## config.mk

```make
export PLATFORM = sky130hd
export DESIGN_NAME = dcs_debug_compare_sequencer
export DESIGN_NICKNAME = d
export VERILOG_FILES = /design/src/design/dcs_pkg.sv /design/src/design/dcs_comparator.sv /design/src/design/dcs_debug_compare_sequencer.sv
export SDC_FILE = /design/constraint.sdc
export NUM_CORES = 1
export LEC_CHECK = 0
export BUFFER_PORTS_ARGS = -buffer_cell sky130_fd_sc_hd__buf_2
export CAP_MARGIN = 5
export CORE_ASPECT_RATIO = 1.75
export CORE_MARGIN = 2
export CORE_UTILIZATION = 30
export CTS_BUF_LIST = sky130_fd_sc_hd__clkbuf_4
export DETAILED_ROUTE_END_ITERATION = 8
export SYNTH_ARGS = -nofsm -noshare
export SYNTH_HDL_FRONTEND = slang
export SYNTH_HIERARCHICAL = 1
export SYNTH_SLANG_ARGS = --single-unit
```

## constraint.sdc

```tcl
create_clock -name aclk -period 4.5 [get_ports aclk]
set_input_delay 0.225 -clock aclk [delete_from_list [all_inputs] [get_ports aclk]]
set_output_delay 0.225 -clock aclk [all_outputs]
set_load 0.05 [all_outputs]
```

## src/design/dcs_pkg.sv

```systemverilog
package dcs_pkg;

  // ----------------------------------------------------------------
  // register byte offsets
  // ----------------------------------------------------------------
  localparam logic [11:0] OFF_DEBUG_CONTROL_ONE = 12'h000;
  localparam logic [11:0] OFF_SEQ_NEXT = 12'h004;
  localparam logic [11:0] OFF_SEQ_ENABLE = 12'h008;
  localparam logic [11:0] OFF_DEBUG_STATUS = 12'h00C;
  localparam logic [11:0] OFF_IRQ_STATUS = 12'h010;
  localparam logic [11:0] OFF_IRQ_MASK = 12'h014;
  localparam logic [11:0] OFF_RANGE_CONTROL = 12'h018;
  localparam logic [11:0] OFF_RANGE_LOW = 12'h01C;
  localparam logic [11:0] OFF_RANGE_HIGH = 12'h020;
  localparam logic [11:0] OFF_COMPARATOR_D_CONTROL = 12'h140;
  localparam logic [11:0] OFF_COMPARATOR_D_ADDRESS = 12'h144;

  // ----------------------------------------------------------------
  // comparator control layout
  // ----------------------------------------------------------------
  localparam int unsigned CTL_PC_SELECT_BIT = 5;
  localparam int unsigned CTL_DIR_VALUE_BIT = 3;
  localparam int unsigned CTL_DIR_ENABLE_BIT = 2;
  localparam int unsigned CTL_ON_BIT = 0;
  localparam logic [7:0] CTL_IMPL_MASK = 8'h2D;
  localparam logic [7:0] CTL_RESET = 8'h00;

  // ----------------------------------------------------------------
  // debug_control_one layout
  // ----------------------------------------------------------------
  localparam int unsigned C1_ARM_BIT = 0;
  localparam int unsigned C1_BRK_ENABLE_BIT = 1;
  localparam int unsigned C1_TRIGGER_BIT = 2;
  localparam int unsigned C1_EEV_MODE_LSB = 4;
  localparam int unsigned C1_RANGE_MODE_BIT = 8;
  localparam logic [1:0] EEV_MODE_ADVANCE = 2'b10;

  // ----------------------------------------------------------------
  // sequencer configuration: per state, per event, 2-bit target
  // event order in each group: 3 external, 2 match d, 1 match b, 0 match a
  // ----------------------------------------------------------------
  localparam int unsigned EV_COUNT = 4;
  localparam int unsigned SEQ_CODE_W = 2;
  localparam int unsigned SEQ_STATE_STRIDE = 8;
  localparam logic [1:0] SEQ_CODE_FINAL = 2'h0;
  localparam logic [31:0] SEQ_NEXT_RESET = 32'h0000_0000;
  localparam logic [31:0] SEQ_ENABLE_RESET = 32'h0000_0000;

  // ----------------------------------------------------------------
  // state indication and interrupts
  // ----------------------------------------------------------------
  typedef enum logic [2:0] {SEQ_IDLE, SEQ_FIRST, SEQ_SECOND, SEQ_THIRD, SEQ_FINAL} dcs_seq_t;
  localparam logic [2:0] SSF_FINAL = 3'h4;
  localparam int unsigned STATUS_ARMED_BIT = 3;
  localparam int unsigned IRQ_W = 3;
  localparam int unsigned IRQ_BRK_BIT = 0;
  localparam int unsigned IRQ_HIT_BIT = 1;
  localparam int unsigned IRQ_END_BIT = 2;
  localparam logic [2:0] IRQ_MASK_RESET = 3'h0;

  localparam logic [1:0] RESP_OKAY = 2'b00;
  localparam logic [1:0] RESP_SLVERR = 2'b10;

endpackage

```

## src/design/dcs_comparator.sv

```systemverilog
`timescale 1ns/1ns
module dcs_comparator
  import dcs_pkg::*;
#(
  parameter int unsigned AW = 24
) (
  input wire logic aclk,
  input wire logic aresetn,
  input wire logic [7:0] ctl,
  input wire logic range_mode,
  input wire logic [AW-1:0] match_addr,
  input wire logic [AW-1:0] range_low,
  input wire logic [AW-1:0] range_high,
  input wire logic bus_valid,
  input wire logic [AW-1:0] bus_addr,
  input wire logic bus_read,
  input wire logic exec_valid,
  input wire logic [AW-1:0] exec_pc,
  output logic hit_reg
);

  logic pc_sel;
  logic strobe;
  logic [AW-1:0] addr;
  logic dir_ok;
  logic addr_ok;
  logic hit_next;

  // ----------------------------------------------------------------
  // match condition
  // ----------------------------------------------------------------
  // pc matching is data independent, so direction plays no part there
  assign pc_sel = ctl[CTL_PC_SELECT_BIT];
  assign strobe = pc_sel ? exec_valid : bus_valid;
  assign addr = pc_sel ? exec_pc : bus_addr;
  assign dir_ok = pc_sel || !ctl[CTL_DIR_ENABLE_BIT] ||
                  (bus_read == ctl[CTL_DIR_VALUE_BIT]);
  assign addr_ok = range_mode ? (addr >= range_low && addr <= range_high)
                              : (addr == match_addr);
  assign hit_next = ctl[CTL_ON_BIT] && strobe && dir_ok && addr_ok;

  // one-cycle hit pulse the cycle after the qualifying access
  always_ff @(posedge aclk) begin
    if (!aresetn) begin
      hit_reg <= 1'b0;
    end else begin
      hit_reg <= hit_next;
    end
  end

endmodule

```

## src/design/dcs_debug_compare_sequencer.sv

```systemverilog
`timescale 1ns/1ns
module dcs_debug_compare_sequencer
  import dcs_pkg::*;
#(
  parameter int unsigned AW = 24
) (
  input wire logic aclk,
  input wire logic aresetn,
  // axi4-lite slave
  input wire logic [11:0] s_axi_awaddr,
  input wire logic [2:0] s_axi_awprot,
  input wire logic s_axi_awvalid,
  output logic s_axi_awready,
  input wire logic [31:0] s_axi_wdata,
  input wire logic [3:0] s_axi_wstrb,
  input wire logic s_axi_wvalid,
  output logic s_axi_wready,
  output logic [1:0] s_axi_bresp,
  output logic s_axi_bvalid,
  input wire logic s_axi_bready,
  input wire logic [11:0] s_axi_araddr,
  input wire logic [2:0] s_axi_arprot,
  input wire logic s_axi_arvalid,
  output logic s_axi_arready,
  output logic [31:0] s_axi_rdata,
  output logic [1:0] s_axi_rresp,
  output logic s_axi_rvalid,
  input wire logic s_axi_rready,
  // processor core
  input wire logic bus_valid,
  input wire logic [AW-1:0] bus_addr,
  input wire logic bus_read,
  input wire logic exec_valid,
  input wire logic [AW-1:0] exec_pc,
  input wire logic comparator_a_hit,
  input wire logic comparator_b_hit,
  input wire logic external_event_input,
  output logic breakpoint_request,
  output logic comparator_d_hit,
  output logic irq
);

  // ----------------------------------------------------------------
  // helper functions
  // ----------------------------------------------------------------
  // byte-lane merge of a write into a stored word
  function automatic logic [31:0] merge(input logic [31:0] old, input logic [31:0] data,
                                        input logic [3:0] strb);
    logic [31:0] res;
    res = old;
    for (int i = 0; i < 4; i++) begin
      if (strb[i]) begin
        res[i*8 +: 8] = data[i*8 +: 8];
      end
    end
    return res;
  endfunction

  // offset is one of the mapped words
  function automatic logic mapped(input logic [11:0] a);
    return a == OFF_DEBUG_CONTROL_ONE || a == OFF_SEQ_NEXT || a == OFF_SEQ_ENABLE ||
           a == OFF_DEBUG_STATUS || a == OFF_IRQ_STATUS || a == OFF_IRQ_MASK ||
           a == OFF_RANGE_CONTROL || a == OFF_RANGE_LOW || a == OFF_RANGE_HIGH ||
           a == OFF_COMPARATOR_D_CONTROL || a == OFF_COMPARATOR_D_ADDRESS;
  endfunction

  // state flag encoding of a sequencer state
  function automatic logic [2:0] ssf_of(input dcs_seq_t s);
    logic [2:0] v;
    v = 3'h0;
    case (s)
      SEQ_FIRST: v = 3'h1;
      SEQ_SECOND: v = 3'h2;
      SEQ_THIRD: v = 3'h3;
      SEQ_FINAL: v = SSF_FINAL;
      default: v = 3'h0;
    endcase
    return v;
  endfunction

  // ----------------------------------------------------------------
  // registers and nets
  // ----------------------------------------------------------------
  logic aw_held_reg;
  logic [11:0] aw_addr_reg;
  logic w_held_reg;
  logic [31:0] w_data_reg;
  logic [3:0] w_strb_reg;
  logic bvalid_reg;
  logic [1:0] bresp_reg;
  logic rvalid_reg;
  logic [1:0] rresp_reg;
  logic [31:0] rdata_reg;
  logic brk_enable_reg;
  logic [1:0] eev_mode_reg;
  logic range_mode_reg;
  logic [31:0] seq_next_reg;
  logic [31:0] seq_enable_reg;
  logic [7:0] cmpd_ctl_reg;
  logic [AW-1:0] cmpd_addr_reg;
  logic [7:0] range_ctl_reg;
  logic [AW-1:0] range_low_reg;
  logic [AW-1:0] range_high_reg;
  logic [IRQ_W-1:0] irq_status_reg;
  logic [IRQ_W-1:0] irq_mask_reg;
  logic ext_prev_reg;
  logic brk_reg;
  dcs_seq_t state_reg;

  logic wr_fire;
  logic [31:0] wr_word;
  logic c1_write;
  logic arm_set;
  logic arm_clear;
  logic trigger;
  logic armed;
  logic ext_event;
  logic [EV_COUNT-1:0] events;
  logic [EV_COUNT-1:0] enabled_events;
  logic [1:0] ev_code;
  logic ev_any;
  logic seq_end;
  logic [7:0] eff_ctl;
  logic [IRQ_W-1:0] irq_set;
  logic [IRQ_W-1:0] irq_clear;
  logic [31:0] rd_word;

  assign armed = state_reg != SEQ_IDLE;

  // ----------------------------------------------------------------
  // axi4-lite write path
  // ----------------------------------------------------------------
  // address and data are parked independently; one write is in flight at a time
  assign s_axi_awready = !aw_held_reg && !bvalid_reg;
  assign s_axi_wready = !w_held_reg && !bvalid_reg;
  assign s_axi_bvalid = bvalid_reg;
  assign s_axi_bresp = bresp_reg;
  assign wr_fire = aw_held_reg && w_held_reg;

  // capture address and data, then respond one cycle after both are held
  always_ff @(posedge aclk) begin
    if (!aresetn) begin
      aw_held_reg <= 1'b0;
      aw_addr_reg <= 12'h000;
      w_held_reg <= 1'b0;
      w_data_reg <= 32'h0000_0000;
      w_strb_reg <= 4'h0;
      bvalid_reg <= 1'b0;
      bresp_reg <= RESP_OKAY;
    end else begin
      if (s_axi_awvalid && s_axi_awready) begin
        aw_held_reg <= 1'b1;
        aw_addr_reg <= {s_axi_awaddr[11:2], 2'b00};
      end
      if (s_axi_wvalid && s_axi_wready) begin
        w_held_reg <= 1'b1;
        w_data_reg <= s_axi_wdata;
        w_strb_reg <= s_axi_wstrb;
      end
      if (wr_fire) begin
        aw_held_reg <= 1'b0;
        w_held_reg <= 1'b0;
        bvalid_reg <= 1'b1;
        bresp_reg <= mapped(aw_addr_reg) ? RESP_OKAY : RESP_SLVERR;
      end else if (bvalid_reg && s_axi_bready) begin
        bvalid_reg <= 1'b0;
      end
    end
  end

  // ----------------------------------------------------------------
  // axi4-lite read path
  // ----------------------------------------------------------------
  assign s_axi_arready = !rvalid_reg;
  assign s_axi_rvalid = rvalid_reg;
  assign s_axi_rdata = rdata_reg;
  assign s_axi_rresp = rresp_reg;

  // read mux; comparator control reads back at any time, unused bits as zero
  always_comb begin
    rd_word = 32'h0000_0000;
    case ({s_axi_araddr[11:2], 2'b00})
      OFF_DEBUG_CONTROL_ONE: begin
        rd_word[C1_ARM_BIT] = armed;
        rd_word[C1_BRK_ENABLE_BIT] = brk_enable_reg;
        rd_word[C1_EEV_MODE_LSB +: 2] = eev_mode_reg;
        rd_word[C1_RANGE_MODE_BIT] = range_mode_reg;
      end
      OFF_SEQ_NEXT: rd_word = seq_next_reg;
      OFF_SEQ_ENABLE: rd_word = seq_enable_reg;
      OFF_DEBUG_STATUS: begin
        rd_word[2:0] = ssf_of(state_reg);
        rd_word[STATUS_ARMED_BIT] = armed;
      end
      OFF_IRQ_STATUS: rd_word[IRQ_W-1:0] = irq_status_reg;
      OFF_IRQ_MASK: rd_word[IRQ_W-1:0] = irq_mask_reg;
      OFF_RANGE_CONTROL: rd_word[7:0] = range_ctl_reg;
      OFF_RANGE_LOW: rd_word[AW-1:0] = range_low_reg;
      OFF_RANGE_HIGH: rd_word[AW-1:0] = range_high_reg;
      OFF_COMPARATOR_D_CONTROL: rd_word[7:0] = cmpd_ctl_reg;
      OFF_COMPARATOR_D_ADDRESS: rd_word[AW-1:0] = cmpd_addr_reg;
      default: rd_word = 32'h0000_0000;
    endcase
  end

  // read data registered one cycle after the address is taken
  always_ff @(posedge aclk) begin
    if (!aresetn) begin
      rvalid_reg <= 1'b0;
      rdata_reg <= 32'h0000_0000;
      rresp_reg <= RESP_OKAY;
    end else if (s_axi_arvalid && s_axi_arready) begin
      rvalid_reg <= 1'b1;
      rdata_reg <= rd_word;
      rresp_reg <= mapped({s_axi_araddr[11:2], 2'b00}) ? RESP_OKAY : RESP_SLVERR;
    end else if (rvalid_reg && s_axi_rready) begin
      rvalid_reg <= 1'b0;
    end
  end

  // ----------------------------------------------------------------
  // configuration registers
  // ----------------------------------------------------------------
  assign wr_word = merge(32'h0000_0000, w_data_reg, w_strb_reg);
  assign c1_write = wr_fire && aw_addr_reg == OFF_DEBUG_CONTROL_ONE && w_strb_reg[0];
  assign arm_set = c1_write && wr_word[C1_ARM_BIT];
  assign arm_clear = c1_write && !wr_word[C1_ARM_BIT];
  assign trigger = c1_write && wr_word[C1_TRIGGER_BIT];

  // global control, writable at any time
  always_ff @(posedge aclk) begin
    if (!aresetn) begin
      brk_enable_reg <= 1'b0;
      eev_mode_reg <= 2'b00;
      range_mode_reg <= 1'b0;
      seq_next_reg <= SEQ_NEXT_RESET;
      seq_enable_reg <= SEQ_ENABLE_RESET;
      irq_mask_reg <= IRQ_MASK_RESET;
    end else if (wr_fire) begin
      if (c1_write) begin
        brk_enable_reg <= wr_word[C1_BRK_ENABLE_BIT];
        eev_mode_reg <= wr_word[C1_EEV_MODE_LSB +: 2];
      end
      if (aw_addr_reg == OFF_DEBUG_CONTROL_ONE && w_strb_reg[1]) begin
        range_mode_reg <= wr_word[C1_RANGE_MODE_BIT];
      end
      if (aw_addr_reg == OFF_SEQ_NEXT) begin
        seq_next_reg <= merge(seq_next_reg, w_data_reg, w_strb_reg);
      end
      if (aw_addr_reg == OFF_SEQ_ENABLE) begin
        seq_enable_reg <= merge(seq_enable_reg, w_data_reg, w_strb_reg);
      end
      if (aw_addr_reg == OFF_IRQ_MASK && w_strb_reg[0]) begin
        irq_mask_reg <= wr_word[IRQ_W-1:0];
      end
    end
  end

  // comparator setup is frozen while armed; range mode in debug_control_one stays writable and can still switch matching
  always_ff @(posedge aclk) begin
    if (!aresetn) begin
      cmpd_ctl_reg <= CTL_RESET;
      cmpd_addr_reg <= '0;
      range_ctl_reg <= CTL_RESET;
      range_low_reg <= '0;
      range_high_reg <= '0;
    end else if (wr_fire && !armed) begin
      if (aw_addr_reg == OFF_COMPARATOR_D_CONTROL && w_strb_reg[0]) begin
        cmpd_ctl_reg <= wr_word[7:0] & CTL_IMPL_MASK;
      end
      if (aw_addr_reg == OFF_COMPARATOR_D_ADDRESS) begin
        cmpd_addr_reg <= AW'(merge(32'(cmpd_addr_reg), w_data_reg, w_strb_reg));
      end
      if (aw_addr_reg == OFF_RANGE_CONTROL && w_strb_reg[0]) begin
        range_ctl_reg <= wr_word[7:0] & CTL_IMPL_MASK;
      end
      if (aw_addr_reg == OFF_RANGE_LOW) begin
        range_low_reg <= AW'(merge(32'(range_low_reg), w_data_reg, w_strb_reg));
      end
      if (aw_addr_reg == OFF_RANGE_HIGH) begin
        range_high_reg <= AW'(merge(32'(range_high_reg), w_data_reg, w_strb_reg));
      end
    end
  end

  // ----------------------------------------------------------------
  // comparator d
  // ----------------------------------------------------------------
  // range mode hands the comparison over to the pair's range setup
  assign eff_ctl = range_mode_reg ? range_ctl_reg : cmpd_ctl_reg;

  dcs_comparator #(
    .AW(AW)
  ) u_cmpd (
    .aclk(aclk),
    .aresetn(aresetn),
    .ctl(eff_ctl),
    .range_mode(range_mode_reg),
    .match_addr(cmpd_addr_reg),
    .range_low(range_low_reg),
    .range_high(range_high_reg),
    .bus_valid(bus_valid),
    .bus_addr(bus_addr),
    .bus_read(bus_read),
    .exec_valid(exec_valid),
    .exec_pc(exec_pc),
    .hit_reg(comparator_d_hit)
  );

  // ----------------------------------------------------------------
  // event selection
  // ----------------------------------------------------------------
  // external input counts on its rising edge only, and only in the advance mode
  assign ext_event = external_event_input && !ext_prev_reg &&
                     eev_mode_reg == EEV_MODE_ADVANCE;
  assign events = {ext_event, comparator_d_hit, comparator_b_hit, comparator_a_hit};

  // pick the highest-priority enabled event and its configured target
  always_comb begin
    enabled_events = 4'h0;
    ev_code = SEQ_CODE_FINAL;
    ev_any = 1'b0;
    case (state_reg)
      SEQ_FIRST: enabled_events = events & seq_enable_reg[0 +: EV_COUNT];
      SEQ_SECOND: enabled_events = events & seq_enable_reg[SEQ_STATE_STRIDE +: EV_COUNT];
      SEQ_THIRD: enabled_events = events & seq_enable_reg[2*SEQ_STATE_STRIDE +: EV_COUNT];
      default: enabled_events = 4'h0;
    endcase
    for (int i = 0; i < EV_COUNT; i++) begin
      if (enabled_events[i]) begin // later iterations hold higher priority
        ev_any = 1'b1;
        ev_code = seq_next_reg[(ssf_of(state_reg) - 3'h1) * SEQ_STATE_STRIDE
                               + i * SEQ_CODE_W +: SEQ_CODE_W];
      end
    end
  end

  // ----------------------------------------------------------------
  // state sequencer
  // ----------------------------------------------------------------
  assign seq_end = state_reg == SEQ_FINAL;

  // disarm wins over everything except in final; final always drops straight back to idle
  always_ff @(posedge aclk) begin
    if (!aresetn) begin
      state_reg <= SEQ_IDLE;
      brk_reg <= 1'b0;
      ext_prev_reg <= 1'b0;
    end else begin
      ext_prev_reg <= external_event_input;
      brk_reg <= 1'b0;
      if (arm_clear && state_reg != SEQ_FINAL) begin
        state_reg <= SEQ_IDLE;
      end else begin
        case (state_reg)
          SEQ_IDLE: begin
            if (arm_set) begin
              state_reg <= SEQ_FIRST;
            end
          end
          SEQ_FIRST, SEQ_SECOND, SEQ_THIRD: begin
            if (trigger) begin
              state_reg <= SEQ_FINAL;
            end else if (ev_any) begin
              case (ev_code)
                2'h1: state_reg <= SEQ_FIRST;
                2'h2: state_reg <= SEQ_SECOND;
                2'h3: state_reg <= SEQ_THIRD;
                default: state_reg <= SEQ_FINAL;
              endcase
            end
          end
          SEQ_FINAL: begin
            state_reg <= SEQ_IDLE;
            brk_reg <= brk_enable_reg;
          end
          default: state_reg <= SEQ_IDLE;
        endcase
      end
    end
  end

  assign breakpoint_request = brk_reg;

  // ----------------------------------------------------------------
  // interrupts
  // ----------------------------------------------------------------
  assign irq_set = {seq_end, comparator_d_hit, seq_end && brk_enable_reg};
  assign irq_clear = (wr_fire && aw_addr_reg == OFF_IRQ_STATUS && w_strb_reg[0]) ?
                     wr_word[IRQ_W-1:0] : '0;

  // sticky flags, a new event in the clearing cycle survives
  always_ff @(posedge aclk) begin
    if (!aresetn) begin
      irq_status_reg <= '0;
    end else begin
      irq_status_reg <= (irq_status_reg & ~irq_clear) | irq_set;
    end
  end

  assign irq = |(irq_status_reg & irq_mask_reg);

endmodule

```

==> flow_metrics.tcl <==
set metrics [dict create \
    outcome "complete, but fails checks" \
    violations "DRC" \
    maxSlewHeadroom_pct 33.2 \
    cts-root-buf "clkbuf_4" \
    synthCells 1439 \
    finalHoldViolCount 0 \
    insertion_delay_ps 760 \
    clkPwrFrac_pct 38.4 \
    p_int_mw 3.29 \
    vdd_drop_max_mv 0.167 \
    ys_seq_area_share_pct 38.0 \
    setup.worst_path.class "reg -> reg" \
    row_count 100 \
    crit_fanout 21 \
    wl_met1_um 16700 \
    hp-start "s_axi_awvalid" \
    drt_iter0_markers 743 \
    grt_max_degree 104 \
    min_to "aw_addr_reg[11]" \
    post-route-period-util_pct 75.0 \
    globalplace.congestion 0.908 \
    cts_resized 0 \
    ctsHoldBuffers 53 \
    min_path_cells 4 \
    cts_setup_buffers 0 \
    p_switching_mw 1.29 \
    hp-class "in -> reg" \
    arrival_ps 4020 \
    setup_violations 0 \
    finalMaxSlewViolations 0 \
    critPathCaptureType "flip-flop" \
    cts_buffers 54 \
    grt_antenna_before_repair 1 \
    dr_wl_met3_um 1990 \
    synth_top_cell_by_area "dfxtp_1" \
    finalCriticalPeriod_ps 3370 \
    die_width_um 160 \
    synth_common_cells "dfxtp_1 (244), nand2_1 (230), a21boi_0 (111)" \
    switching_share_pct 28.2 \
    synth_area_um2 12800 \
    cts.sinks 244 \
    syn_avg_cell_area_um2 8.92 \
    viasPerCell 5.12 \
    reg2reg_from "range_mode_reg" \
    synth.top_cell.area_share_pct 38.0 \
    nets 1810 \
    synthFlopType "dfxtp_1" \
    ff2ff_setup_slack_ps 1130 \
    clk_pin_slew_ps 70 \
    core-area_um2 42400 \
    p_seq_share_pct 49.9 \
    cts_tree "yes" \
    ctsLongestPathBuffers 3 \
    grt_usage_pct 19.2 \
    grt_pass1_wl_um 66100 \
    dieArea_um2 44500 \
    dr.max_layer_used "met4" \
    grt_pass1_vias 11200 \
    setup_tns_ps 0 \
    synthTopCellsByArea "dfxtp_1 (38%), mux2i_1 (8.0%), nand2_1 (6.7%)" \
    dieHeight_um 278 \
    syn2layout_area_growth_pct 19.1 \
    portBuffers 158 \
    wl_per_cell_um 19.5 \
    wl_met2_um 22400 \
    worstSetupStartpointType "flip-flop" \
    whs_ps 34.2 \
    yosysMostFrequentCell "dfxtp_1" \
    synth-async-reset-ratio_pct 0 \
    drt-total-wl_um 43700 \
    ys_warn_count 6 \
    worstRegToRegCells 10 \
    tightest_slew_ps 1000 \
    max_cap_violations 0 \
    synth.distinct_cells 79 \
    ys_ff_latch 244 \
    grt_setup_unrepaired "no" \
    powerDensity_nw_per_um2 299 \
    overflow 0 \
    drtPass1Iterations 9 \
    critPathRequiredTime_ps 5140 \
    hpwl_um 33300 \
    io_pins 171 \
    fin_skew_ps 51.6 \
    fin_util_pct 36.1 \
    ant_nets 0 \
    drive_gt1_share_pct 19.1 \
    leakagePower_nw 5.76 \
    drc 1 \
    synth_edf_count 0 \
    fmax_mhz 296 \
    num_vias 11400 \
    htreeDepth 2 \
    p_comb_share_pct 11.8 \
    timing.rr.end "u_cmpd/hit_reg" \
    start_util_pct 30.3 \
]
-- area by class of cell --
type | count | area, µm²
clock buffers | 80 | 601
inverters | 55 | 206
flip-flops and latches | 244 | 4880
repair buffers | 229 | 1460
diodes | 1 | 2.50
multi-input cells | 1050 | 7350
fillers | 4348 | 27100
well taps | 561 | 702
clock inverters | 14 | 88.8
-- per-stage QoR --
stage | power (mW) | cell area (µm²) | instances | setup slack [ps]
floorplan | 2.64 | 12800 | 1440 | 1510
global route | 4.77 | 15300 | 2234 | 899
CTS | 4.63 | 15300 | 2233 | 1030
global placement | 2.83 | 14100 | 2086 | 1080
finish | 4.58 | 15300 | 2234 | 1130
detailed placement | 2.84 | 14100 | 2086 | 1070
-- placed cells by master (no fill, tap or decap), types with 36 or more instances in the layout --
cell / count
dfxtp_1: 244
nand2_1: 230
buf_2: 157
a21boi_0: 111
mux2i_1: 103
nor2b_1: 100
clkbuf_4: 80
inv_1: 55
dlygate4sd3_1: 53
ha_1: 49
nand3_1: 48
a21oi_1: 47
nor2_1: 36
-- routing by layer --
metal / up-vias / track usage [%]
li1: 5518 / -
met1: 5421 / 21.1
met2: 391 / 34.8
met3: 105 / 2.47
met4: 0 / 11.4
met5: - / 0
-- critical path, cell delays in order, from the launching register on --
cell and delay [ps]:
dfxtp_1 320, mux2_2 690, buf_4 280, mux2_2 390, ha_1 300, nand2_1 70, nor2_1 190, or4b_2 620
a31oi_1 190, o211ai_1 100, o2bb2ai_1 140
-- worst max path at each step --
stage,start,slack (ps),endpoint,cells past startpoint
floorplan,range_mode_reg,1510,u_cmpd/hit_reg,12
global placement,range_mode_reg,1080,u_cmpd/hit_reg,9
detailed placement,range_mode_reg,1070,u_cmpd/hit_reg,9
CTS,range_mode_reg,1030,u_cmpd/hit_reg,9
global route,range_mode_reg,900,u_cmpd/hit_reg,9
finish,range_mode_reg,1130,u_cmpd/hit_reg,10
-- power groups by stage --
stage	clock (mW)	sequential (mW)	combinational (mW)
after floorplan	0	2.36	0.279
after global placement	0	2.33	0.501
after detailed placement	0	2.33	0.506
after CTS	1.81	2.28	0.543
after global routing	1.90	2.29	0.589
final	1.76	2.28	0.538
-- kinds of logic (layout without fill, tap and decap cells) --
| family | Yosys count | after routing | synth area share [%] |
|---|---|---|---|
| AO/OA/AOI/OAI | 296 | 296 | 16.7 |
| XOR/XNOR | 25 | 25 | 1.71 |
| adder cells (fa/ha/maj) | 49 | 49 | 4.77 |
| buffers and inverters | 146 | 378 | 4.79 |
| flip-flops | 244 | 244 | 38.0 |
| multiplexers | 145 | 145 | 12.8 |
| other | 1 | 3 | 0.0292 |
| AND/OR/NAND/NOR | 533 | 533 | 21.2 |
No activity file was read; power rests on OpenSTA's default activity.
